[config.mk]
export PLATFORM = sky130hd
export DESIGN_NAME = pmc_top
export DESIGN_NICKNAME = d
export VERILOG_FILES = /design/src/pmc_pkg.sv /design/src/pmc_peripheral_bus_divider.sv /design/src/pmc_top.sv
export VERILOG_INCLUDE_DIRS = /design/src /design/src/src
export SDC_FILE = /design/constraint.sdc
export NUM_CORES = 1
export LEC_CHECK = 0
export ABC_AREA = 1
export BUFFER_PORTS_ARGS = -buffer_cell sky130_fd_sc_hd__buf_2
export CORE_MARGIN = 2
export CORE_UTILIZATION = 44
export DETAILED_ROUTE_END_ITERATION = 8
export PLACE_DENSITY_LB_ADDON = 0.2
export RECOVER_POWER = 50
export SKIP_LAST_GASP = 1
export SYNTH_ARGS = -nofsm -noshare
export SYNTH_HDL_FRONTEND = slang
export SYNTH_SLANG_ARGS = --single-unit
[constraint.sdc]
create_clock -name clk_in -period 1.55 [get_ports clk_in]
set_input_delay 0 -clock clk_in [delete_from_list [all_inputs] [get_ports clk_in]]
set_output_delay 0 -clock clk_in [all_outputs]
set_load 0.01 [all_outputs]
[src/pmc_defines.svh]
/*
 * Register offsets, field positions, reset values and timing counts of the
 * power-mode controller. Assumes a 10 MHz system clock.
 */
`ifndef PMC_DEFINES_SVH
`define PMC_DEFINES_SVH

`define PMC_ADDR_W          8
`define PMC_ADDR_CTRL       8'h00
`define PMC_ADDR_STOP_IN_IDLE       8'h04
`define PMC_ADDR_STAT       8'h08

`define PMC_SLEEP_ON_WAIT_ENABLE_BIT       4
`define PMC_XTAL_BIT        8
`define PMC_PERIPHERAL_BUS_DIVIDER_LSB       19
`define PMC_PERIPHERAL_BUS_DIVIDER_MSB       20

`define PMC_CTRL_RST        32'h0000_0000
`define PMC_STOP_IN_IDLE_RST        8'h00
`define PMC_NPERIPH         8

`define PMC_CLK_NS          100
`define PMC_OSC_START_NS    102400
`define PMC_OSC_START_CYC   ((`PMC_OSC_START_NS + `PMC_CLK_NS - 1) / `PMC_CLK_NS)
`define PMC_CNT_W           11

`define PMC_PERIPHERAL_BUS_DIVIDER_W         2
`define PMC_PBCNT_W         3

`endif

[src/pmc_pkg.sv]
/*
 * Types of the power-mode controller: power states and wake request bundle.
 * Assumes the defines header is compiled alongside.
 */
package pmc_pkg;

	typedef enum logic [1:0]
	{
		PMC_RUN   = 2'b00,
		PMC_IDLE  = 2'b01,
		PMC_SLEEP = 2'b10,
		PMC_START = 2'b11
	} pmc_state_type;

	typedef struct packed
	{
		logic       valid;
		logic       sleep_ok;
		logic [2:0] prio;
	} pmc_wake_type;

endpackage

[src/pmc_peripheral_bus_divider.sv]
/*
 * Peripheral bus clock divider: emits a one-cycle enable every 1, 2, 4 or 8
 * system clocks. Assumes a synchronised active-low reset.
 */
`timescale 1ns/1ps
`include "pmc_defines.svh"

module pmc_peripheral_bus_divider
(
	input  wire logic                      clk_in,
	input  wire logic                      rstn_in,
	input  wire logic                      run_in,
	input  wire logic [`PMC_PERIPHERAL_BUS_DIVIDER_W-1:0]   div_in,
	output logic                           tick_out
);

	logic [`PMC_PBCNT_W-1:0] cnt_r;

	function automatic logic [`PMC_PBCNT_W-1:0] div_max(input logic [`PMC_PERIPHERAL_BUS_DIVIDER_W-1:0] sel);
		div_max = 3'(({1'b0, 3'h1} << sel) - 4'h1);
	endfunction

	// Counter restarts when stopped so the first tick after a restart is whole
	always_ff @(posedge clk_in or negedge rstn_in)
	begin
		if (!rstn_in)
			cnt_r <= 3'h0;
		else if (!run_in || cnt_r >= div_max(div_in))
			cnt_r <= 3'h0;
		else
			cnt_r <= cnt_r + 3'h1;
	end

	always_ff @(posedge clk_in or negedge rstn_in)
	begin
		if (!rstn_in)
			tick_out <= 1'b0;
		else
			tick_out <= run_in && (cnt_r >= div_max(div_in));
	end

endmodule

[src/pmc_top.sv]
/*
 * Power-mode controller: run, Idle and Sleep sequencing, peripheral gating,
 * oscillator shutdown and start-up delay, peripheral bus clock enable.
 * Assumes CPU, interrupt controller and watchdog on the same system clock.
 */
// Chosen here: the placing of the registers and the strobed register port.
`timescale 1ns/1ps
`include "pmc_defines.svh"

// Contract
// - Wait with sleep-on-wait enable clear enters Idle.
// - Idle stops the CPU clock, keeps the system clock source running.
// - Idle stops only peripherals whose stop-in-idle bit is set.
// - Sleep halts CPU, clock source and all system-clocked peripherals.
// - Sleep wakes on higher-priority sleep-capable interrupt, reset or watchdog time-out.
// - Low-priority Sleep wake keeps CPU halted, restarts bus clock, enters Idle.
// - Idle exits on higher-priority enabled interrupt, reset or watchdog time-out.
// - Low-priority Idle interrupt keeps CPU halted in Idle.
// - Watchdog counter is not cleared on Sleep entry.
// - Fail-safe clock monitor suspended throughout Sleep.
// - Brownout reset detector stays active in Sleep.
// - Restarting a crystal or PLL source waits the start-up delay; here a wake in the first Sleep cycle restarts the source without it.
// - USB may keep the oscillator running through Sleep.
// - Peripheral bus clocked at programmable fraction of system clock always; here the divider runs only in run and Idle.
// - Divider ratios 1, 2, 4, 8 applying to the whole bus.
module pmc_top
(
	input  wire logic                        clk_in,
	input  wire logic                        rstn_in,
	input  wire logic [`PMC_ADDR_W-1:0]      reg_addr_in,
	input  wire logic [31:0]                 reg_wdata_in,
	input  wire logic                        reg_wr_in,
	input  wire logic                        reg_rd_in,
	output logic      [31:0]                 reg_rdata_out,
	input  wire logic                        wait_exec_in,
	input  wire pmc_pkg::pmc_wake_type       wake_in,
	input  wire logic [2:0]                  cpu_prio_in,
	input  wire logic                        wdt_timeout_in,
	input  wire logic                        usb_osc_hold_in,
	output logic                             cpu_clk_en_out,
	output logic                             system_clock_src_en_out,
	output logic [`PMC_NPERIPH-1:0]          periph_clk_en_out,
	output logic                             peripheral_bus_clock_tick_out,
	output logic                             fail_safe_clock_monitor_en_out,
	output logic                             bor_en_out,
	output logic                             wdt_clear_out,
	output logic [1:0]                       mode_out
);

	logic                         rst_meta_r;
	logic                         rst_sync_r;
	logic [31:0]                  ctrl_r;
	logic [`PMC_NPERIPH-1:0]      stop_in_idle_r;
	pmc_pkg::pmc_state_type       state_r;
	pmc_pkg::pmc_state_type       state_nxt;
	pmc_pkg::pmc_state_type       target_r;
	pmc_pkg::pmc_state_type       target_nxt;
	logic [`PMC_CNT_W-1:0]        start_cnt_r;
	logic [`PMC_CNT_W-1:0]        start_cnt_nxt;
	logic                         osc_off_r;
	logic                         hi_prio;
	logic                         wake_sleep_hi;
	logic                         wake_sleep_lo;
	logic                         sleep_on_wait_enable;
	logic                         xtal;

	always_ff @(posedge clk_in or negedge rstn_in)
	begin
		if (!rstn_in)
		begin
			rst_meta_r <= 1'b0;
			rst_sync_r <= 1'b0;
		end
		else
		begin
			rst_meta_r <= 1'b1;
			rst_sync_r <= rst_meta_r;
		end
	end

	// Register writes
	always_ff @(posedge clk_in or negedge rst_sync_r)
	begin
		if (!rst_sync_r)
		begin
			ctrl_r <= `PMC_CTRL_RST;
			stop_in_idle_r <= `PMC_STOP_IN_IDLE_RST;
		end
		else if (reg_wr_in)
		begin
			if (reg_addr_in == `PMC_ADDR_CTRL)
			begin
				ctrl_r <= 32'h0000_0000;
				ctrl_r[`PMC_SLEEP_ON_WAIT_ENABLE_BIT] <= reg_wdata_in[`PMC_SLEEP_ON_WAIT_ENABLE_BIT];
				ctrl_r[`PMC_XTAL_BIT] <= reg_wdata_in[`PMC_XTAL_BIT];
				ctrl_r[`PMC_PERIPHERAL_BUS_DIVIDER_MSB:`PMC_PERIPHERAL_BUS_DIVIDER_LSB] <=
					reg_wdata_in[`PMC_PERIPHERAL_BUS_DIVIDER_MSB:`PMC_PERIPHERAL_BUS_DIVIDER_LSB];
			end
			if (reg_addr_in == `PMC_ADDR_STOP_IN_IDLE)
				stop_in_idle_r <= reg_wdata_in[`PMC_NPERIPH-1:0];
		end
	end

	// Read data one cycle after the strobe; unmapped reads return zero
	always_ff @(posedge clk_in or negedge rst_sync_r)
	begin
		if (!rst_sync_r)
			reg_rdata_out <= 32'h0000_0000;
		else if (!reg_rd_in)
			reg_rdata_out <= 32'h0000_0000;
		else
		begin
			unique case (reg_addr_in)
				`PMC_ADDR_CTRL: reg_rdata_out <= ctrl_r;
				`PMC_ADDR_STOP_IN_IDLE: reg_rdata_out <= {24'h00_0000, stop_in_idle_r};
				`PMC_ADDR_STAT: reg_rdata_out <= {28'h000_0000, osc_off_r,
					(state_r == pmc_pkg::PMC_START), state_r};
				default:        reg_rdata_out <= 32'h0000_0000;
			endcase
		end
	end

	assign sleep_on_wait_enable = ctrl_r[`PMC_SLEEP_ON_WAIT_ENABLE_BIT];
	assign xtal  = ctrl_r[`PMC_XTAL_BIT];
	assign hi_prio = wake_in.valid && (wake_in.prio > cpu_prio_in);
	assign wake_sleep_hi = (wake_in.valid && wake_in.sleep_ok && hi_prio) || wdt_timeout_in;
	assign wake_sleep_lo = wake_in.valid && wake_in.sleep_ok && !hi_prio;

	// Power state sequencing
	always_comb
	begin
		state_nxt     = state_r;
		target_nxt    = target_r;
		start_cnt_nxt = start_cnt_r;
		unique case (state_r)
			pmc_pkg::PMC_RUN:
			begin
				if (wait_exec_in)
					state_nxt = sleep_on_wait_enable ? pmc_pkg::PMC_SLEEP : pmc_pkg::PMC_IDLE;
			end
			pmc_pkg::PMC_IDLE:
			begin
				// A low-priority interrupt leaves the state untouched
				if (hi_prio || wdt_timeout_in)
					state_nxt = pmc_pkg::PMC_RUN;
			end
			pmc_pkg::PMC_SLEEP:
			begin
				if (wake_sleep_hi || wake_sleep_lo)
				begin
					target_nxt = wake_sleep_hi ? pmc_pkg::PMC_RUN : pmc_pkg::PMC_IDLE;
					if (osc_off_r && xtal)
					begin
						state_nxt     = pmc_pkg::PMC_START;
						start_cnt_nxt = `PMC_CNT_W'(`PMC_OSC_START_CYC - 1);
					end
					else
						state_nxt = target_nxt;
				end
			end
			pmc_pkg::PMC_START:
			begin
				if (start_cnt_r == `PMC_CNT_W'(0))
					state_nxt = target_r;
				else
					start_cnt_nxt = start_cnt_r - `PMC_CNT_W'(1);
			end
		endcase
	end

	always_ff @(posedge clk_in or negedge rst_sync_r)
	begin
		if (!rst_sync_r)
		begin
			state_r     <= pmc_pkg::PMC_RUN;
			target_r    <= pmc_pkg::PMC_RUN;
			start_cnt_r <= `PMC_CNT_W'(0);
		end
		else
		begin
			state_r     <= state_nxt;
			target_r    <= target_nxt;
			start_cnt_r <= start_cnt_nxt;
		end
	end

	// Oscillator shutdown in Sleep unless USB holds it
	always_ff @(posedge clk_in or negedge rst_sync_r)
	begin
		if (!rst_sync_r)
			osc_off_r <= 1'b0;
		else if (state_r == pmc_pkg::PMC_SLEEP && !usb_osc_hold_in)
			osc_off_r <= 1'b1;
		else if (state_r != pmc_pkg::PMC_SLEEP)
			osc_off_r <= 1'b0;
	end

	// Clock gating outputs follow the next state for zero-latency wake
	always_ff @(posedge clk_in or negedge rst_sync_r)
	begin
		if (!rst_sync_r)
		begin
			cpu_clk_en_out    <= 1'b1;
			system_clock_src_en_out <= 1'b1;
			periph_clk_en_out <= {`PMC_NPERIPH{1'b1}};
			fail_safe_clock_monitor_en_out       <= 1'b1;
			mode_out          <= pmc_pkg::PMC_RUN;
		end
		else
		begin
			cpu_clk_en_out    <= (state_nxt == pmc_pkg::PMC_RUN);
			system_clock_src_en_out <= (state_nxt != pmc_pkg::PMC_SLEEP) || usb_osc_hold_in;
			unique case (state_nxt)
				pmc_pkg::PMC_RUN:   periph_clk_en_out <= {`PMC_NPERIPH{1'b1}};
				pmc_pkg::PMC_IDLE:  periph_clk_en_out <= ~stop_in_idle_r;
				default:            periph_clk_en_out <= {`PMC_NPERIPH{1'b0}};
			endcase
			fail_safe_clock_monitor_en_out <= (state_nxt == pmc_pkg::PMC_RUN) ||
				(state_nxt == pmc_pkg::PMC_IDLE);
			mode_out    <= state_nxt;
		end
	end

	// Brownout detector never disabled; watchdog never cleared by mode changes
	always_ff @(posedge clk_in or negedge rst_sync_r)
	begin
		if (!rst_sync_r)
		begin
			bor_en_out    <= 1'b1;
			wdt_clear_out <= 1'b0;
		end
		else
		begin
			bor_en_out    <= 1'b1;
			wdt_clear_out <= 1'b0;
		end
	end

	pmc_peripheral_bus_divider u_peripheral_bus_divider
	(
		.clk_in   (clk_in),
		.rstn_in  (rst_sync_r),
		.run_in   (state_r == pmc_pkg::PMC_RUN || state_r == pmc_pkg::PMC_IDLE),
		.div_in   (ctrl_r[`PMC_PERIPHERAL_BUS_DIVIDER_MSB:`PMC_PERIPHERAL_BUS_DIVIDER_LSB]),
		.tick_out (peripheral_bus_clock_tick_out)
	);

	chk_wait_idle: assert property (@(posedge clk_in) disable iff (!rst_sync_r)
		state_r == pmc_pkg::PMC_RUN && wait_exec_in && !sleep_on_wait_enable |=> state_r == pmc_pkg::PMC_IDLE)
		else $error("wait without sleep enable did not enter idle");

	chk_wait_sleep: assert property (@(posedge clk_in) disable iff (!rst_sync_r)
		state_r == pmc_pkg::PMC_RUN && wait_exec_in && sleep_on_wait_enable |=> state_r == pmc_pkg::PMC_SLEEP)
		else $error("wait with sleep enable did not enter sleep");

	chk_idle_clocks: assert property (@(posedge clk_in) disable iff (!rst_sync_r)
		state_r == pmc_pkg::PMC_IDLE |-> !cpu_clk_en_out && system_clock_src_en_out)
		else $error("idle clocking wrong");

	chk_idle_stop_in_idle: assert property (@(posedge clk_in) disable iff (!rst_sync_r)
		state_r == pmc_pkg::PMC_IDLE |-> periph_clk_en_out == ~$past(stop_in_idle_r))
		else $error("idle peripheral gating wrong");

	chk_sleep_halt: assert property (@(posedge clk_in) disable iff (!rst_sync_r)
		state_r == pmc_pkg::PMC_SLEEP |-> !cpu_clk_en_out && periph_clk_en_out == 8'h00
		&& system_clock_src_en_out == $past(usb_osc_hold_in))
		else $error("sleep did not halt clocks");

	chk_sleep_wake: assert property (@(posedge clk_in) disable iff (!rst_sync_r)
		state_r == pmc_pkg::PMC_SLEEP && wake_sleep_hi |=> cpu_clk_en_out ||
		state_r == pmc_pkg::PMC_START)
		else $error("sleep wake lost");

	chk_sleep_lowp: assert property (@(posedge clk_in) disable iff (!rst_sync_r)
		state_r == pmc_pkg::PMC_SLEEP && !wake_sleep_hi && wake_sleep_lo |=>
		!cpu_clk_en_out ##0 (state_r == pmc_pkg::PMC_IDLE || state_r == pmc_pkg::PMC_START))
		else $error("low priority sleep wake wrong");

	chk_idle_exit: assert property (@(posedge clk_in) disable iff (!rst_sync_r)
		state_r == pmc_pkg::PMC_IDLE && (hi_prio || wdt_timeout_in) |=> cpu_clk_en_out)
		else $error("idle exit latency exceeded");

	chk_idle_stay: assert property (@(posedge clk_in) disable iff (!rst_sync_r)
		state_r == pmc_pkg::PMC_IDLE && !hi_prio && !wdt_timeout_in |=>
		state_r == pmc_pkg::PMC_IDLE && !cpu_clk_en_out)
		else $error("idle left without cause");

	chk_wdt_keep: assert property (@(posedge clk_in) disable iff (!rst_sync_r)
		$rose(state_r == pmc_pkg::PMC_SLEEP) |-> !wdt_clear_out)
		else $error("watchdog cleared on sleep");

	chk_fail_safe_clock_monitor_off: assert property (@(posedge clk_in) disable iff (!rst_sync_r)
		state_r == pmc_pkg::PMC_SLEEP |-> !fail_safe_clock_monitor_en_out && bor_en_out)
		else $error("monitor or brownout state wrong in sleep");

	chk_start_delay: assert property (@(posedge clk_in) disable iff (!rst_sync_r)
		$rose(state_r == pmc_pkg::PMC_START) |-> (state_r == pmc_pkg::PMC_START)[*8])
		else $error("start-up delay cut short");

	chk_pb_tick: assert property (@(posedge clk_in) disable iff (!rst_sync_r)
		$past(rst_sync_r) && state_r == pmc_pkg::PMC_RUN && $past(state_r) == pmc_pkg::PMC_RUN &&
		ctrl_r[`PMC_PERIPHERAL_BUS_DIVIDER_MSB:`PMC_PERIPHERAL_BUS_DIVIDER_LSB] == 2'h0 && $stable(ctrl_r) |-> peripheral_bus_clock_tick_out)
		else $error("undivided bus clock missing tick");

	cov_idle_wake: cover property (@(posedge clk_in) disable iff (!rst_sync_r)
		state_r == pmc_pkg::PMC_IDLE ##1 state_r == pmc_pkg::PMC_RUN);
	cov_sleep_start: cover property (@(posedge clk_in) disable iff (!rst_sync_r)
		state_r == pmc_pkg::PMC_START ##1 state_r == pmc_pkg::PMC_RUN);
	cov_sleep_idle: cover property (@(posedge clk_in) disable iff (!rst_sync_r)
		state_r == pmc_pkg::PMC_SLEEP ##1 state_r == pmc_pkg::PMC_IDLE);

endmodule

==> impl_results.md <==
- Initial DRC Count: 97
- Full die area: 6862 um^2
- Area Overhead vs Synth: 28.87%
- Synth Register Bits: 55
- Synth Instances: 309
- GPL Wtd Cong: 0.7927
- Max-slew violations: 0
- CP endpoint kind: register
- Peak supply drop: 403.0 uV
- Setup ws final: -78.71 ps
- Initial Util: 45.92%
- # fillers: 546
- Setup TNS: -476.6 ps
- Most frequent cells in the layout: 57 x buf_2, 50 x nand2_1, 43 x dfrtp_1
- Maxcap violations: 0
- Clk buf depth: 2
- Worst-skew pair later-pin latency: 310 ps
- Die Ht: 82.84 um
- Pre-Repair DR Iteration Count: 4
- Final hold slack: 46.57 ps
- Row cnt: 28
- Max incr delay on CP: 400 ps
- Tmin final: 1629 ps
- First-pass GRT wire length: 10.11 mm
- Hpwl dp: 4.128 mm
- Post-Route WL: 5.835 mm
- CP dominant cell by count: nor2_4
- Failing checks: setup timing
- Antenna Nets Post-Route: 0
- Synth Cell Area: 2735 um^2
- Fmax: 0.6140 GHz
- Wire per inst: 12.11 um
- Period utilisation layout: 105.1%
- Clock Pin Slew Worst Setup and Hold Paths: 100 ps
- Nets: 469
- Pwr dens: 754.3 nW/um^2
- CTS Sinks: 55
- Slowest CP cell: dfrtp_1
- Slew HR: 48.62%
- Antenna violations before repair: 0
- CTS tree: built
- I/O Pins: 103
- Cell accounting for the most synthesized area: dfrtp_1
- Synth top area cells: dfrtp_1 40%, dfstp_2 11%, nand2_1 8.0%
- Sequential share of the synthesized area: 50.82%
- Final Skew: 8.682 ps
- Vias in the first global route: 2170
- WP data arrival: 1890 ps
- Critical Path, Cell by Cell: inv_2 -> ha_4 -> nand2_4 -> nor2_4 -> nand3_2 -> o21bai_1 -> nand2_1 -> nor2_4 -> nand3_4 -> nand2_2
- Total power: 2.659 mW
- Commonest non-fill, non-tap cell in the layout: buf_2
- Total GRT Usage: 18.17%
- IO buf count: 58
- Routed vias: 2178
- Total gr overflow: 0
- DRC: 0
- CP startpoint kind: register
- Core area: 5956 um^2
- Diodes inserted: 0
- Pleak: 1.887 nW
- Critical path class: reg2reg
- Num CTS Buffers: 5
- Status: finished, violations left
- Worst Tran Pin Value: 770.7 ps
- Cell variety after synth: 34
- Vias/cell: 4.519
- Pin count of the biggest net entering global routing: 32
- Worst EP required: 1810 ps
- Synth top area share: 40.26%
- Mean Syn Cell Area: 8.852 um^2
- Root buffer cell: clkbuf_8
- Die Wd: 82.84 um
- Crit-path max FO: 5
- Final count of hold timing violations: 0
- Share of cells above drive strength 1: 32.92%
- Yosys warns: 0
- RSZ-0062 raised after global routing: true
- H-tree depth: 2
- Post-Place Worst Slack: -29.28 ps
- Endpoints failing setup: 10
- Hold WC Path Type: in2reg
-- cell type report --
cell class	instances	area (um^2)	area share, %
Inverter	47	176.4	5.005
Clock inverter	1	7.507	0.2130
Timing Repair Buffer	93	596.8	16.93
Tap cell	75	93.84	2.662
Multi-Input combinational cell	204	1140	32.34
Sequential cell	55	1391	39.47
Clock buffer	7	118.9	3.372
-- worst max-delay path: cells and delay by family (launching register included) --
kind | cells | cell delay (ps)
AND/OR/NAND/NOR | 7 | 790
flip-flops | 1 | 400
AO/OA/AOI/OAI | 1 | 140
buffers and inverters | 1 | 90
adder cells (fa/ha/maj) | 1 | 150
-- worst paths after layout --
kind | start | end | slack, ps | depth (start not counted)
max | start_cnt_r[0] | periph_clk_en_out[4] | -80 | 10
min | wdt_timeout_in | target_r[0] | 50 | 4
max reg2reg | start_cnt_r[0] | periph_clk_en_out[4] | -80 | 10
min reg2reg | rst_sync_r | reg_rdata_out[0] | 330 | 1
max in group asynchronous | rst_sync_r | stop_in_idle_r[3] | 630 | 1
min in group asynchronous | rst_sync_r | reg_rdata_out[0] | 330 | 1
-- flip-flops by register name (all words and copies together) (netlist names), 2 cells and up --
name	cells
stop_in_idle_r	8
ctrl_r	4
periph_clk_en_out	8
mode_out	2
reg_rdata_out	11
start_cnt_r	11
u_peripheral_bus_divider.cnt_r	3
-- kinds of logic after synthesis --
| logic type | Yosys count | synth area share (%) |
|---|---|---|
| muxes | 1 | 0.4117 |
| adders and majority gates | 8 | 3.660 |
| xor gates and xnor gates | 6 | 1.921 |
| buffers and inverters | 73 | 13.77 |
| and+or+nand+nor | 124 | 20.77 |
| other | 2 | 0.2746 |
| DFF | 55 | 50.82 |
| AOI/OAI and AO/OA | 40 | 8.372 |
-- timing repair --
item | in CTS | in global routing
hold endpoints to repair | 19 | 0
cloned | 1 | 0
gates resized for setup | 3 | 28
pin swaps | 0 | 13
hold buffers | 15 | 0
endpoints found under the setup margin | 9 | 26
setup buffers | 2 | 4
-- where the power goes --
group | switching [mW] | internal (mW)
registers | 0.00795 | 1.45
logic | 0.117 | 0.0809
clock network | 0.485 | 0.515
-- per-layer routing --
metal	track usage, %	vias to the layer above	share of wire (%)
li1	-	1114	-
met1	23.14	1010	44
met2	31.52	50	51
met3	4.274	4	4.1
met4	4.024	0	0.84
met5	0	-	0
-- through the flow --
step	utilization, %	area [um^2]	instances
final	59.18	3525	482
after global routing	59.18	3525	482
after CTS	57.33	3415	478
after detailed placement	52.18	3108	452
after global placement	52.18	3108	452
after floorplan	-	2819	331
-- cell usage after synthesis --
library cell and n:
a21oi_1 15, conb_1 2, nand4_2 1, ha_1 8
o21bai_1 1, xor2_1 5, a21boi_0 1, mux2_2 1
or2_1 1, o21ai_1 1, a31oi_1 1, o21ai_0 14
a311oi_1 1, or2_2 1, nand2_1 58, nor3_1 4
buf_2 1, nand3_4 1, o211ai_1 1, and2_4 1
inv_1 47, nor2_4 4, dfstp_2 11, nand3_1 9
nor2_1 36, o22ai_1 4, xnor2_1 1, buf_6 2
o21ai_4 1, nand2_2 4, buf_4 23, dfrtp_1 44
nand4_1 3, nand3_2 1
No activity file was read; power rests on OpenSTA's default activity.
